[config.mk]
export PLATFORM = sky130hd
export DESIGN_NAME = psf_flags
export DESIGN_NICKNAME = d
export VERILOG_FILES = /design/src/hdl/psw_pkg.sv /design/src/hdl/psw_flags.sv
export VERILOG_INCLUDE_DIRS = /design/src /design/src/hdl
export SDC_FILE = /design/constraint.sdc
export NUM_CORES = 1
export LEC_CHECK = 0
export ABC_AREA = 1
export BUFFER_PORTS_ARGS = -buffer_cell sky130_fd_sc_hd__buf_2
export CELL_PAD_IN_SITES_DETAIL_PLACEMENT = 0
export CELL_PAD_IN_SITES_GLOBAL_PLACEMENT = 2
export CORE_ASPECT_RATIO = 1.2
export CORE_MARGIN = 2
export CORE_UTILIZATION = 22
export CTS_BUF_LIST = sky130_fd_sc_hd__clkbuf_2 sky130_fd_sc_hd__clkbuf_4 sky130_fd_sc_hd__clkbuf_8
export CTS_CLUSTER_DIAMETER = 50
export DETAILED_ROUTE_END_ITERATION = 12
export GPL_TIMING_DRIVEN = 0
export MAX_ROUTING_LAYER = met4
export PLACE_DENSITY = 0.84
export RECOVER_POWER = 50
export SETUP_SLACK_MARGIN = 0.15
export SLEW_MARGIN = 30
export SYNTH_ARGS = -nofsm -noshare
export SYNTH_HDL_FRONTEND = slang
export SYNTH_SLANG_ARGS = --single-unit
[constraint.sdc]
create_clock -name clk_i -period 1.58 [get_ports clk_i]
set_clock_uncertainty 0.1 [all_clocks]
set_input_delay 0.158 -clock clk_i [delete_from_list [all_inputs] [get_ports clk_i]]
set_output_delay 0.158 -clock clk_i [all_outputs]
set_load 0.05 [all_outputs]
[src/hdl/psw_cfg.svh]
`ifndef PSF_CFG_SVH
`define PSF_CFG_SVH
// Special function register address of the status word
`define PSF_SFR_ADDR     8'hd0
`define PSF_RESET_VAL    8'h00
// Read data shown while another register is addressed
`define PSF_RDATA_IDLE   8'h00
// Bank base after reset (bank zero)
`define PSF_BASE_RESET   5'h00
// Bit positions inside the status word
`define PSF_BIT_CARRY    7
`define PSF_BIT_AUX      6
`define PSF_BIT_USER0    5
`define PSF_BIT_BANK_HI  4
`define PSF_BIT_BANK_LO  3
`define PSF_BIT_OVFL     2
`define PSF_BIT_USER1    1
`define PSF_BIT_PARITY   0
// Bank base spacing in internal RAM (eight registers per bank)
`define PSF_BANK_SHIFT   3
`endif

[src/hdl/psw_pkg.sv]
`default_nettype none
package psf_pkg;
   // Operation class presented by the arithmetic unit with its flag strobe
   typedef enum logic [1:0] {
      PSF_OP_NONE,
      PSF_OP_ADDSUB,
      PSF_OP_MULDIV,
      PSF_OP_CARRY
   } psf_op_e;
endpackage
`default_nettype wire

[src/hdl/psw_flags.sv]
// Overview of operation
// - carry bit7 set on carry/borrow, else cleared
// - aux carry bit6 tracks nibble carry/borrow
// - bits 5 and 1 changed by software only
// - bits 4:3 select one of four banks
// - overflow bit2 from add/sub/mul/div results
// - parity bit0 is XOR of accumulator
// - word read/write at SFR 0xD0; a write of bit 0 is replaced by parity
`timescale 1ns/1ns
`default_nettype none
`include "psw_cfg.svh"
module psf_flags
(
   // Clock, reset, enable
   input  wire logic              clk_i,
   input  wire logic              resetn_i,
   input  wire logic              ce_i,
   // Special function register port
   input  wire logic        [7:0] sfr_addr_i,
   input  wire logic              sfr_wr_i,
   input  wire logic        [7:0] sfr_wdata_i,
   input  wire logic              sfr_bit_wr_i,
   input  wire logic        [2:0] sfr_bit_sel_i,
   input  wire logic              sfr_bit_val_i,
   output logic             [7:0] sfr_rdata_o,
   // Arithmetic unit flag update
   input  wire logic              alu_upd_i,
   input  wire psf_pkg::psf_op_e  alu_op_i,
   input  wire logic              alu_cy_i,
   input  wire logic              alu_ac_i,
   input  wire logic              alu_ov_i,
   input  wire logic        [7:0] acc_i,
   // Status outputs
   output logic             [7:0] program_status_word_o,
   output logic             [4:0] bank_base_o
);

   // Status word storage and its next value
   logic [7:0]       program_status_word;
   logic [7:0]       next_program_status_word;

   // Next values of the registered outputs
   logic [7:0]       next_sfr_rdata;
   logic [7:0]       next_word_copy;
   logic [4:0]       next_bank_base;

   // Decoded request qualifiers
   logic             addr_hit;
   logic             byte_wr;
   logic             bit_wr;
   psf_pkg::psf_op_e eff_op;

   // Address decode; a strobe aimed at any other register is ignored
   assign addr_hit = (sfr_addr_i == `PSF_SFR_ADDR);

   // Byte write wins when both strobes arrive in one cycle
   assign byte_wr  = addr_hit && sfr_wr_i;
   assign bit_wr   = addr_hit && sfr_bit_wr_i && !sfr_wr_i;

   // A low strobe turns whatever op code stands into no update,
   // so a stale op code left on the bus never touches the flags
   assign eff_op   = alu_upd_i ? alu_op_i : psf_pkg::PSF_OP_NONE;

   // Flag next state: software write first, arithmetic update on top
   always_comb
   begin
      next_program_status_word = program_status_word;
      if (byte_wr)
      begin
         next_program_status_word = sfr_wdata_i;
      end
      else if (bit_wr)
      begin
         next_program_status_word[sfr_bit_sel_i] = sfr_bit_val_i;
      end
      // Hardware update wins over a same-cycle software write of a flag;
      // the instruction that caused it retires after the write in program order
      unique case (eff_op)
         psf_pkg::PSF_OP_ADDSUB:
         begin
            next_program_status_word[`PSF_BIT_CARRY] = alu_cy_i;
            next_program_status_word[`PSF_BIT_AUX]   = alu_ac_i;
            next_program_status_word[`PSF_BIT_OVFL]  = alu_ov_i;
         end
         psf_pkg::PSF_OP_MULDIV:
         begin
            // No carry or nibble carry exists here, so both are cleared
            next_program_status_word[`PSF_BIT_CARRY] = 1'b0;
            next_program_status_word[`PSF_BIT_AUX]   = 1'b0;
            next_program_status_word[`PSF_BIT_OVFL]  = alu_ov_i;
         end
         psf_pkg::PSF_OP_CARRY:
         begin
            // Carry-only operations leave the other flags alone
            next_program_status_word[`PSF_BIT_CARRY] = alu_cy_i;
         end
         psf_pkg::PSF_OP_NONE:
         begin
         end
      endcase
      // Parity is not storage; it follows the accumulator in every enabled cycle,
      // which also makes a software write of bit 0 a no-op
      next_program_status_word[`PSF_BIT_PARITY] = ^acc_i;
   end

   // Status word register; enable low freezes it
   always_ff @(posedge clk_i)
   begin
      if (!resetn_i)
      begin
         program_status_word <= `PSF_RESET_VAL;
      end
      else if (ce_i)
      begin
         program_status_word <= next_program_status_word;
      end
   end

   // Output next values; bank base is the RAM address of the first
   // working register of the selected bank
   always_comb
   begin
      next_sfr_rdata = addr_hit ? next_program_status_word : `PSF_RDATA_IDLE;
      next_word_copy = next_program_status_word;
      next_bank_base = 5'(next_program_status_word[`PSF_BIT_BANK_HI:`PSF_BIT_BANK_LO])
                       << `PSF_BANK_SHIFT;
   end

   // Registered outputs; loaded from the next values, so reads show the word in step
   // with the status word register while every output comes straight from a flip-flop
   always_ff @(posedge clk_i)
   begin
      if (!resetn_i)
      begin
         sfr_rdata_o           <= `PSF_RDATA_IDLE;
         program_status_word_o <= `PSF_RESET_VAL;
         bank_base_o           <= `PSF_BASE_RESET;
      end
      else if (ce_i)
      begin
         sfr_rdata_o           <= next_sfr_rdata;
         program_status_word_o <= next_word_copy;
         bank_base_o           <= next_bank_base;
      end
   end
endmodule // psf_flags
`default_nettype wire

; Yosys cells after proc, flatten, opt, wreduce, memory -nomap -nowiden
; Cells that the tools add are included.
[op_classes]
n_addsub = 0
multipliers = 0
div = 0
n_lt_le_gt_ge = 2
n_eq_ne = 4
shifts = 0
mux = 10
n_bitwise = 0
n_reduce_logical = 8
[op_table]
columns = operator, n
row1 = 8-bit 2-to-1 mux, 3
row2 = 8-bit bitwise mux, 1
row3 = 8-bit == test (second input constant), 1
row4 = 8-bit XOR reduction, 1
row5 = 2-bit == test (second input constant), 2
row6 = 1-bit logical AND, 4
row7 = 3-bit by 4-bit less-than comparator with 1-bit output (second input constant), 1
row8 = 1-bit case mux with 2 select lines, 2
row9 = 2-bit OR reduction, 2
row10 = 1-bit demux with 3-bit select, 1
row11 = 3-bit by 1-bit greater-or-equal comparator with 1-bit output (second input constant), 1
row12 = 2-bit by 1-bit == test with 1-bit output (second input constant), 1
row13 = 1-bit 2-to-1 mux, 2
row14 = 2-bit 2-to-1 mux, 1
row15 = 1-bit logical NOT, 1
[totals]
ff_bits = 18
latchBits = 0
ramBits = 0
rom_bits = 0
inputBits = 39
output_inout_bits = 21
word_cells = 27
n_memories = 0

; Logic depth before layout (Yosys ltp)
; Gate-level depths: netlist of run 1.
[depth]
word_depth = 9
depth_mapped = 11
depth_no_buf = 11

; Worst setup path before layout of run 1
; Ideal clock, no wire load.
[synth_timing]
path_kind = in2reg
startpoint = input port sfr_addr_i[4]
endpoint = register sfr_rdata_o[1]
setup_time_ps = 132
arrival_time_ps = 1081
required_time_ps = 1348
slack_ps = 267
stages = 10
n_path_buf = 1
cell_sequence = inv_1 nor2_1 nand2_1 nor2_4 buf_6 nand4_1 a21oi_1 o21ai_1 nand3_1 a21oi_1
[synth_between]
elab_chain_len = 6
word_cells_on_any_way = 7
classes_between = 1 x eq/ne / 3 x mux / 3 x reduce/logical
[synth_rtl]
columns = item, line_no
row1 = from (decl), psw_flags.sv:19  ; input wire logic [7:0] sfr_addr_i,
row2 = 8-bit == test (no line) *, -
row3 = 1-bit logical AND (2 in series), psw_flags.sv:58  ; assign bit_wr = addr_hit && sfr_bit_wr_i && !sfr_wr_i;
row4 = 8-bit 2-to-1 mux, psw_flags.sv:72  ; else if (bit_wr)
row5 = 8-bit 2-to-1 mux, psw_flags.sv:68  ; if (byte_wr)
row6 = 8-bit 2-to-1 mux (no line) *, -
row7 = to (signal assigned), psw_flags.sv:135  ; sfr_rdata_o <= `PSF_RDATA_IDLE;
row8 = to (signal assigned), psw_flags.sv:141  ; sfr_rdata_o <= next_sfr_rdata;
row9 = to (decl), psw_flags.sv:25  ; output logic [7:0] sfr_rdata_o,
; Every way passes the cells marked *; elsewhere a longest branch is shown, timed or not.
; A chain may end at the register's enable or synchronous reset.

==> results of run 1 <==
==> stage by stage <==
step                      setup TNS [ps]  cell area (sq um)  cells  hold slack, ps
after floorplan                        0               1090    176             201
after global placement              -273               1450    291             352
after detailed placement            -159               1450    291             355
after CTS                              0               1500    295             120
after global routing                   0               1530    298             121
final                                  0               1530    298             115
==> area by class of cell <==
class / instances / area (sq um) / share of cell area [%]
inverters: 14 / 52.6 / 3.44
plain buffers: 9 / 60.1 / 3.93
repair buffers: 58 / 292 / 19.1
multi-input cells: 137 / 672 / 44.0
well taps: 60 / 75.1 / 4.92
clock buffers: 4 / 55.1 / 3.61
flip-flops and latches: 16 / 320 / 21.0
==> registers in the layout, summed over array words and instances, names as in the netlist <==
register,flops
program_status_word_o,8
sfr_rdata_o,8
==> layout by cell type (no fill, tap or decap), drive strengths merged <==
cell type  count
a21oi         21
nand2         48
nand3b         1
nand4          8
xnor2          6
ha             2
o21ai          4
dfxtp         16
clkbuf        22
buf           49
or2            1
nor2          26
inv           14
conb           3
nand3         16
o21bai         1
==> metal layers <==
| layer | GRT usage (%) | vias up | part of all wire [%] |
|---|---|---|---|
| met5 | - | - | 0 |
| met4 | 4.00 | 0 | 0.81 |
| li1 | - | 684 | - |
| met3 | 1.25 | 2 | 4.3 |
| met1 | 13.4 | 571 | 44 |
| met2 | 21.7 | 38 | 51 |
==> worst register-to-register path: stages (launching register included) <==
cell	delay [ps]
dfxtp_1	360
o21bai_1	120
nand3_1	80
nand2_1	80
nand3_1	70
a21oi_1	120
==> what timing repair did <==
| action | 4_1_cts | 5_1_grt |
|---|---|---|
| setup endpoints to repair | 0 | 12 |
| gates resized for setup | 0 | 5 |
| hold buffers | 0 | 0 |
| endpoints found under the hold margin | 0 | 0 |
| buffers inserted | 0 | 3 |
==> logic make-up (layout without fill, tap and decap cells) <==
logic type / count (synthesis) / after routing / share of synthesized area, %
AND/OR/NAND/NOR: 100 / 100 / 40.2
AO/OA/AOI/OAI: 26 / 26 / 12.5
buffers and inverters: 23 / 85 / 10.4
flip-flops: 16 / 16 / 29.5
XOR/XNOR: 6 / 6 / 4.83
adder cells (fa/ha/maj): 2 / 2 / 2.30
other: 1 / 3 / 0.345
==> worst min path at each step <==
stage	startpoint	to	slack, ps	cells after the start
after floorplan	ce_i	program_status_word_o[7]	200	2
after global placement	sfr_rdata_o[0]	sfr_rdata_o[0]	350	2
after detailed placement	sfr_rdata_o[1]	sfr_rdata_o[1]	350	2
after CTS	ce_i	program_status_word_o[7]	120	3
after global routing	ce_i	program_status_word_o[7]	120	3
final	ce_i	program_status_word_o[7]	110	3
==> synthesized netlist by cell type <==
cell	count
nand2_1	47
nor2_1	23
a21oi_1	20
dfxtp_1	16
nand3_1	16
inv_1	14
nand4_1	8
xnor2_1	6
buf_4	5
clkbuf_1	3
o21ai_1	3
ha_1	2
nor2_2	2
a21oi_2	1
buf_6	1
conb_1	1
nand2_2	1
nand3b_1	1
nor2_4	1
o21ai_0	1
o21bai_1	1
or2_2	1
==> power breakdown <==
| part | leakage, nW | switching (mW) | internal [mW] |
|---|---|---|---|
| Clock | 0.0288 | 0.149 | 0.221 |
| Sequential | 0.129 | 0.00472 | 0.411 |
| Combinational | 0.539 | 0.145 | 0.0868 |
==> reports/qor.csv, run 1 <==
metric,value,unit
Pleak,0.697,nW
antenna diode count,0,
Post-Syn Instances,174,
crit-path max cell delay,490,ps
Setup crit start kind,flip-flop,
"Period Utilization, post-route",86.8,%
pre-CTS WS,-49.9,ps
clock insertion delay at the later pin of the skew report,250,ps
sequential cell area fraction in the yosys report,29.5,%
Yosys reg bits,16,
cell family with most CP delay,buffers and inverters,
crit path buf inv count,1,
Peak Freq,0.729,GHz
P&R area growth vs syn,40.4,%
# IOs,60,
GRT Overall Usage,12.0,%
initial antenna violation count,0,
average wire per standard cell,10.8,um
Worst Path Max Fanout,4,
Clock Pin Slew Worst Setup and Hold Paths,70,ps
Yosys warnings,0,
Chip Width,68.2,um
"Req. time, crit path",1320,ps
Crit-path slowest cell,clkbuf_1,
GRT overflow,0,
Arrival @ worst endpoint,1110,ps
CP Capture Type,primary output,
CTS sink count,16,
I/O Buffers,55,
core footprint,0.00483,sq mm
remaining antenna violation count,0,
crit path launch,program_status_word_o[3],
vias per inst,4.35,
largest cells by area after synthesis,"dfxtp_1 (29%), nand2_1 (16%), a21oi_1 (9.2%), nor2_1 (7.9%), nand3_1 (7.4%)",
Avg Synthesized Cell Area,6.25,sq um
Slew HR,58.5,%
top cell type's share of synthesized area,29.5,%
Max-cap violations,0,
Final Total Pwr,1.02,mW
Layout Nets,280,
Levels on crit path,1,
cell taking the most area after synthesis,dfxtp_1,
DP HPWL,2550,um
die area,0.00552,sq mm
routed wire length,3210,um
Power Density,667,mW/mm^2
ratio of cells with drive above 1 in the final layout,26.1,%
Critical R2R Capture,sfr_rdata_o[6],
Hold Path Class,in -> reg,
worst setup margin,208,ps
maximum vdd drop,233,uV
Fillers,583,
critical-path cell list,clkbuf_1,
CTS tree,built,
reg2reg path depth,5,
chip height,81.0,um
number of hold violations in the final report,0,
Mapped Area,0.00109,sq mm
H-tree levels,1,
placement row count,28,
DRT Pass-1 Iters,5,
CTS Buffer Depth,2,
DR iter-0 viols,45,
r2r startpoint,program_status_word_o[6],
worst reg2reg setup slack,590,ps
Final Critical Period,1370,ps
Vias,1295,
clock buffer count from CTS,3,
first-pass GRT wire length,4870,um
kind of critical path,reg -> out,
gp weighted congestion,0.776,
status,"finished, final reports clean",
Cell variety after synth,22,
RSZ-0062 raised after global routing,no,
Final Core Density,31.6,%
Starting Density,22.5,%
root buffer cell,clkbuf_8,
end of the critical path,bank_base_o[3],
vias in the first global route,1111,
residual DRC count,0,
"Slew Viols, Final",0,
final setup fails,0,
Worst Max-Slew Pin Slew,626,ps
largest net degree at the start of global routing,11,
Power figures use the tool's default switching activity.
==> run 2: changes to the inputs <==
--- a/config.mk
+++ b/config.mk
@@ -10,7 +10,7 @@
 export BUFFER_PORTS_ARGS = -buffer_cell sky130_fd_sc_hd__buf_2
 export CELL_PAD_IN_SITES_DETAIL_PLACEMENT = 0
 export CELL_PAD_IN_SITES_GLOBAL_PLACEMENT = 2
-export CORE_ASPECT_RATIO = 1.2
+export CORE_ASPECT_RATIO = 1.25
 export CORE_MARGIN = 2
 export CORE_UTILIZATION = 22
 export CTS_BUF_LIST = sky130_fd_sc_hd__clkbuf_2 sky130_fd_sc_hd__clkbuf_4 sky130_fd_sc_hd__clkbuf_8
==> run 2 against run 1 <==
Compared with the run above: combinational power barely moved; power shrank 7.4%; critical path type unchanged; clock power is 20% lower.
==> reports/qor.csv, run 2 (same netlist as run 1, synthesis figures left out) <==
metric,value,unit
status,"finished, final reports clean",
biggest registers after layout,"program_status_word_o: 8 flops, sfr_rdata_o: 8 flops",
placement row count,28,
P&R area growth vs syn,37.2,%
Crit-path slowest cell,clkbuf_1,
ratio of cells with drive above 1 in the final layout,24.5,%
Starting Density,22.8,%
crit path buf inv count,1,
"Req. time, crit path",1320,ps
Slew HR,58.9,%
Pleak,0.677,nW
Placed Cells,291,
largest net degree at the start of global routing,11,
root buffer cell,clkbuf_8,
"commonest cells after routing, fill and taps aside","nand2_1 (47), buf_2 (39), nor2_1 (22)",
remaining antenna violation count,0,
Hold Path Class,in -> reg,
H-tree levels,1,
CP Capture Type,primary output,
DR iter-0 viols,30,
Final Critical Period,1360,ps
"Slew Viols, Final",0,
clock insertion delay at the later pin of the skew report,240,ps
Layout Nets,280,
DP HPWL,2530,um
Clock Pin Slew Worst Setup and Hold Paths,60,ps
Power Density,632,mW/mm^2
Setup TNS Final,0,ps
Peak Freq,0.733,GHz
worst setup margin,215,ps
chip height,82.6,um
critical-path cell list,clkbuf_1,
CTS Buffer Depth,2,
CTS tree,built,
pre-CTS WS,-36.8,ps
Worst Path Max Fanout,3,
Final Total Pwr,0.943,mW
post-route cell area,0.00149,sq mm
Chip Width,66.9,um
"most common cell after layout, fill and taps aside",nand2_1,
gp weighted congestion,0.751,
Vias,1272,
"Cell Area, Placed",0.00145,sq mm
RSZ-0062 raised after global routing,no,
routed wire length,3200,um
Fillers,569,
clock buffer count from CTS,3,
Arrival @ worst endpoint,1110,ps
maximum vdd drop,226,uV
kind of critical path,reg -> out,
Setup crit start kind,flip-flop,
CTS sink count,16,
crit-path max cell delay,490,ps
residual DRC count,0,
first-pass GRT wire length,4930,um
"Period Utilization, post-route",86.4,%
Max-cap violations,0,
average wire per standard cell,10.8,um
antenna diode count,0,
GRT overflow,0,
initial antenna violation count,0,
die area,0.00552,sq mm
# IOs,60,
GRT Overall Usage,12.1,%
I/O Buffers,55,
final setup fails,0,
vias in the first global route,1167,
Worst Max-Slew Pin Slew,619,ps
Finished Layout Cells,297,
cell family with most CP delay,buffers and inverters,
number of hold violations in the final report,0,
DRT Pass-1 Iters,4,
vias per inst,4.28,
core footprint,0.00476,sq mm
[run 2: cell count changes in the layout (fill, tap and decap cells not counted), sizes merged]
cell  before  now
buf       49   48
[run 2: report_power, final]
group,internal (mW),switching [mW]
clock,0.169,0.127
sequential,0.411,0.00485
combinational,0.0860,0.145
[run 2: per-layer routing]
layer	track usage (%)	up-vias	wire length, um	part of all wire, %
li1	-	685	-	-
met1	13.5	544	1390	43
met2	22.2	41	1600	50
met3	1.76	2	197	6.2
met4	3.67	0	17	0.53
met5	-	-	0	0
[run 2: worst paths after layout]
check / slack, ps / startpoint / depth (start not counted) / endpoint
setup / recovery: 220 / program_status_word_o[5] / 1 / program_status_word_o[5]
hold reg to reg: 360 / program_status_word_o[0] / 2 / program_status_word_o[0]
hold / removal: 170 / resetn_i / 3 / sfr_rdata_o[5]
setup reg to reg: 540 / program_status_word_o[6] / 5 / sfr_rdata_o[6]
[run 2: final cells by class]
| cell class | count | area (sq um) | share of cell area, % |
|---|---|---|---|
| plain buffers | 9 | 60.1 | 4.03 |
| clock buffers | 3 | 41.3 | 2.77 |
| inverters | 14 | 52.6 | 3.52 |
| multi-input cells | 137 | 664 | 44.5 |
| flip-flops and latches | 16 | 320 | 21.5 |
| well taps | 60 | 75.1 | 5.03 |
| repair buffers | 58 | 278 | 18.6 |
[run 2: timing repair]
item / in CTS / in global routing
setup buffers: 0 / 3
hold buffers: 0 / 0
setup endpoints to repair: 0 / 7
resized for setup: 0 / 1
[run 2: stage by stage]
step,hold WS [ps],utilization (%)
6_report,168,31.3
5_1_grt,191,31.3
4_1_cts,124,31.2
3_5_place_dp,354,30.3
3_3_place_gp,351,30.3
2_1_floorplan,201,-
[run 2: tightest hold or removal path, cell delays in order]
cell	delay [ps]
buf_2	70
inv_1	120
a21oi_2	120
==> run 3: changes to the inputs <==
==> constraint.sdc (replaced) <==
create_clock -name clk_i -period 1.5 [get_ports clk_i]
set_clock_uncertainty 0.1 [all_clocks]
set_input_delay 0.15 -clock clk_i [delete_from_list [all_inputs] [get_ports clk_i]]
set_output_delay 0.15 -clock clk_i [all_outputs]
set_load 0.05 [all_outputs]
==> run 3 against run 2 <==
Compared with the run above: first-iteration DRC count fell by 13%; utilization is 0.34 points higher; routed wire length increased by 0.94%; die area is the same; register-to-register slack got worse by 80 ps; hold slack got worse by 11 ps; via count up 0.79%; design area increased by 1.1%; global-route usage unchanged; sequential cell count unchanged; critical path type unchanged.
==> reports/qor.csv, run 3 (same netlist as run 1, synthesis figures left out) <==
metric,value,unit
status,"finished, final reports clean",
initial antenna violation count,0,
met1 usage in global routing,13.5,%
Starting Density,22.8,%
# IOs,60,
clock power share,31.4,%
Worst Max-Slew Pin Slew,620,ps
Switch Pwr,0.298,mW
Power Density,663,mW/mm^2
Setup crit start kind,flip-flop,
antenna diode count,0,
# hold bufs at CTS,0,
Chip Width,66.9,um
RSZ-0062 raised after global routing,yes,
root buffer cell,clkbuf_8,
Crit-path slowest cell,clkbuf_1,
Peak Freq,0.738,GHz
grt peak-use layer,met2,
clock buffer count from CTS,3,
Gate power share,24.7,%
"most common cell after layout, fill and taps aside",nand2_1,
kind of critical path,reg -> out,
largest net degree at the start of global routing,11,
Final Total Pwr,1.00,mW
"Slew Viols, Final",0,
Slew HR,58.8,%
Final Critical Period,1360,ps
Pleak,0.691,nW
ratio of cells with drive above 1 in the final layout,25.7,%
P&R area growth vs syn,38.7,%
number of hold violations in the final report,0,
hold slack,157,ps
worst setup margin,144,ps
core footprint,0.00476,sq mm
crit path buf inv count,1,
Hold Path Class,in -> reg,
CTS Buffer Depth,2,
H-tree levels,1,
I/O Buffers,55,
"commonest cells after routing, fill and taps aside","nand2_1 (46), buf_2 (39), nor2_1 (21)",
vias per inst,4.32,
GRT overflow,0,
met3 usage,1.76,%
average wire per standard cell,10.9,um
die area,0.00552,sq mm
remaining antenna violation count,0,
DP HPWL,2530,um
"Req. time, crit path",1250,ps
GRT Overall Usage,12.1,%
first-pass GRT wire length,4930,um
Fillers,565,
M2 GR Usage,22.2,%
critical-path cell list,clkbuf_1,
final setup fails,0,
Worst Path Max Fanout,3,
CP Capture Type,primary output,
pre-CTS WS,-109,ps
Vias,1282,
DR iter-0 viols,26,
biggest registers after layout,"program_status_word_o: 8 flops, sfr_rdata_o: 8 flops",
crit-path max cell delay,490,ps
CTS sink count,16,
cell family with most CP delay,buffers and inverters,
placement row count,28,
Clock Pin Slew Worst Setup and Hold Paths,60,ps
chip height,82.6,um
cell internal pwr,0.702,mW
vias in the first global route,1167,
gp weighted congestion,0.751,
Arrival @ worst endpoint,1110,ps
Max-cap violations,0,
Layout Nets,280,
maximum vdd drop,238,uV
CTS tree,built,
routed wire length,3230,um
sequential share of power,43.8,%
Finished Layout Cells,297,
Switching Share,29.8,%
clock insertion delay at the later pin of the skew report,240,ps
Placed Cells,291,
"Period Utilization, post-route",90.4,%
residual DRC count,0,
DRT Pass-1 Iters,4,
[run 3: changes by cell type in the layout (fill, tap and decap cells not counted)]
cell / before / now
nand2_1: 47 / 46
nor2_4: 1 / 2
nor2_1: 22 / 21
nand2_4: 0 / 1
clkbuf_2: 0 / 1
clkbuf_1: 19 / 18
[run 3: power groups by stage]
stage               clock network (mW)  registers [mW]  logic (mW)
global route                     0.343           0.439       0.277
finish                           0.314           0.438       0.247
global placement                     0           0.447       0.247
CTS                              0.325           0.438       0.248
detailed placement                   0           0.447       0.247
floorplan                            0           0.474       0.128
[run 3: layout make-up]
cell class	count	area [sq um]	share of cell area, %
multi-input cells	137	679	45.1
flip-flops and latches	16	320	21.2
repair buffers	58	279	18.5
well taps	60	75.1	4.98
plain buffers	9	60.1	3.98
inverters	14	52.6	3.49
clock buffers	3	41.3	2.74
[run 3: what timing repair did]
| action | in CTS | in global routing |
|---|---|---|
| endpoints found under the setup margin | 0 | 12 |
| resized for setup | 0 | 5 |
| buffers inserted | 0 | 3 |
[run 3: path summary, 6_finish.rpt]
| kind | startpoint | to | slack (ps) | cells past startpoint |
|---|---|---|---|---|
| setup / recovery | program_status_word_o[5] | program_status_word_o[5] | 140 | 1 |
| hold / removal | resetn_i | sfr_rdata_o[5] | 160 | 3 |
| setup reg to reg | program_status_word_o[6] | sfr_rdata_o[6] | 460 | 5 |
| hold reg to reg | program_status_word_o[0] | program_status_word_o[0] | 360 | 2 |
[run 3: per-layer routing]
metal | up-vias | part of all wire (%)
met5 | - | 0
met4 | 0 | 0.90
met3 | 4 | 5.7
met2 | 42 | 50
met1 | 551 | 43
li1 | 685 | -
[run 3: metrics by stage]
| stage | instance area (sq um) | util (%) | TNS [ps] |
|---|---|---|---|
| floorplan | 1090 | - | 0 |
| global placement | 1450 | 30.3 | -759 |
| detailed placement | 1450 | 30.3 | -730 |
| CTS | 1490 | 31.2 | 0 |
| global route | 1510 | 31.6 | 0 |
| finish | 1510 | 31.6 | 0 |
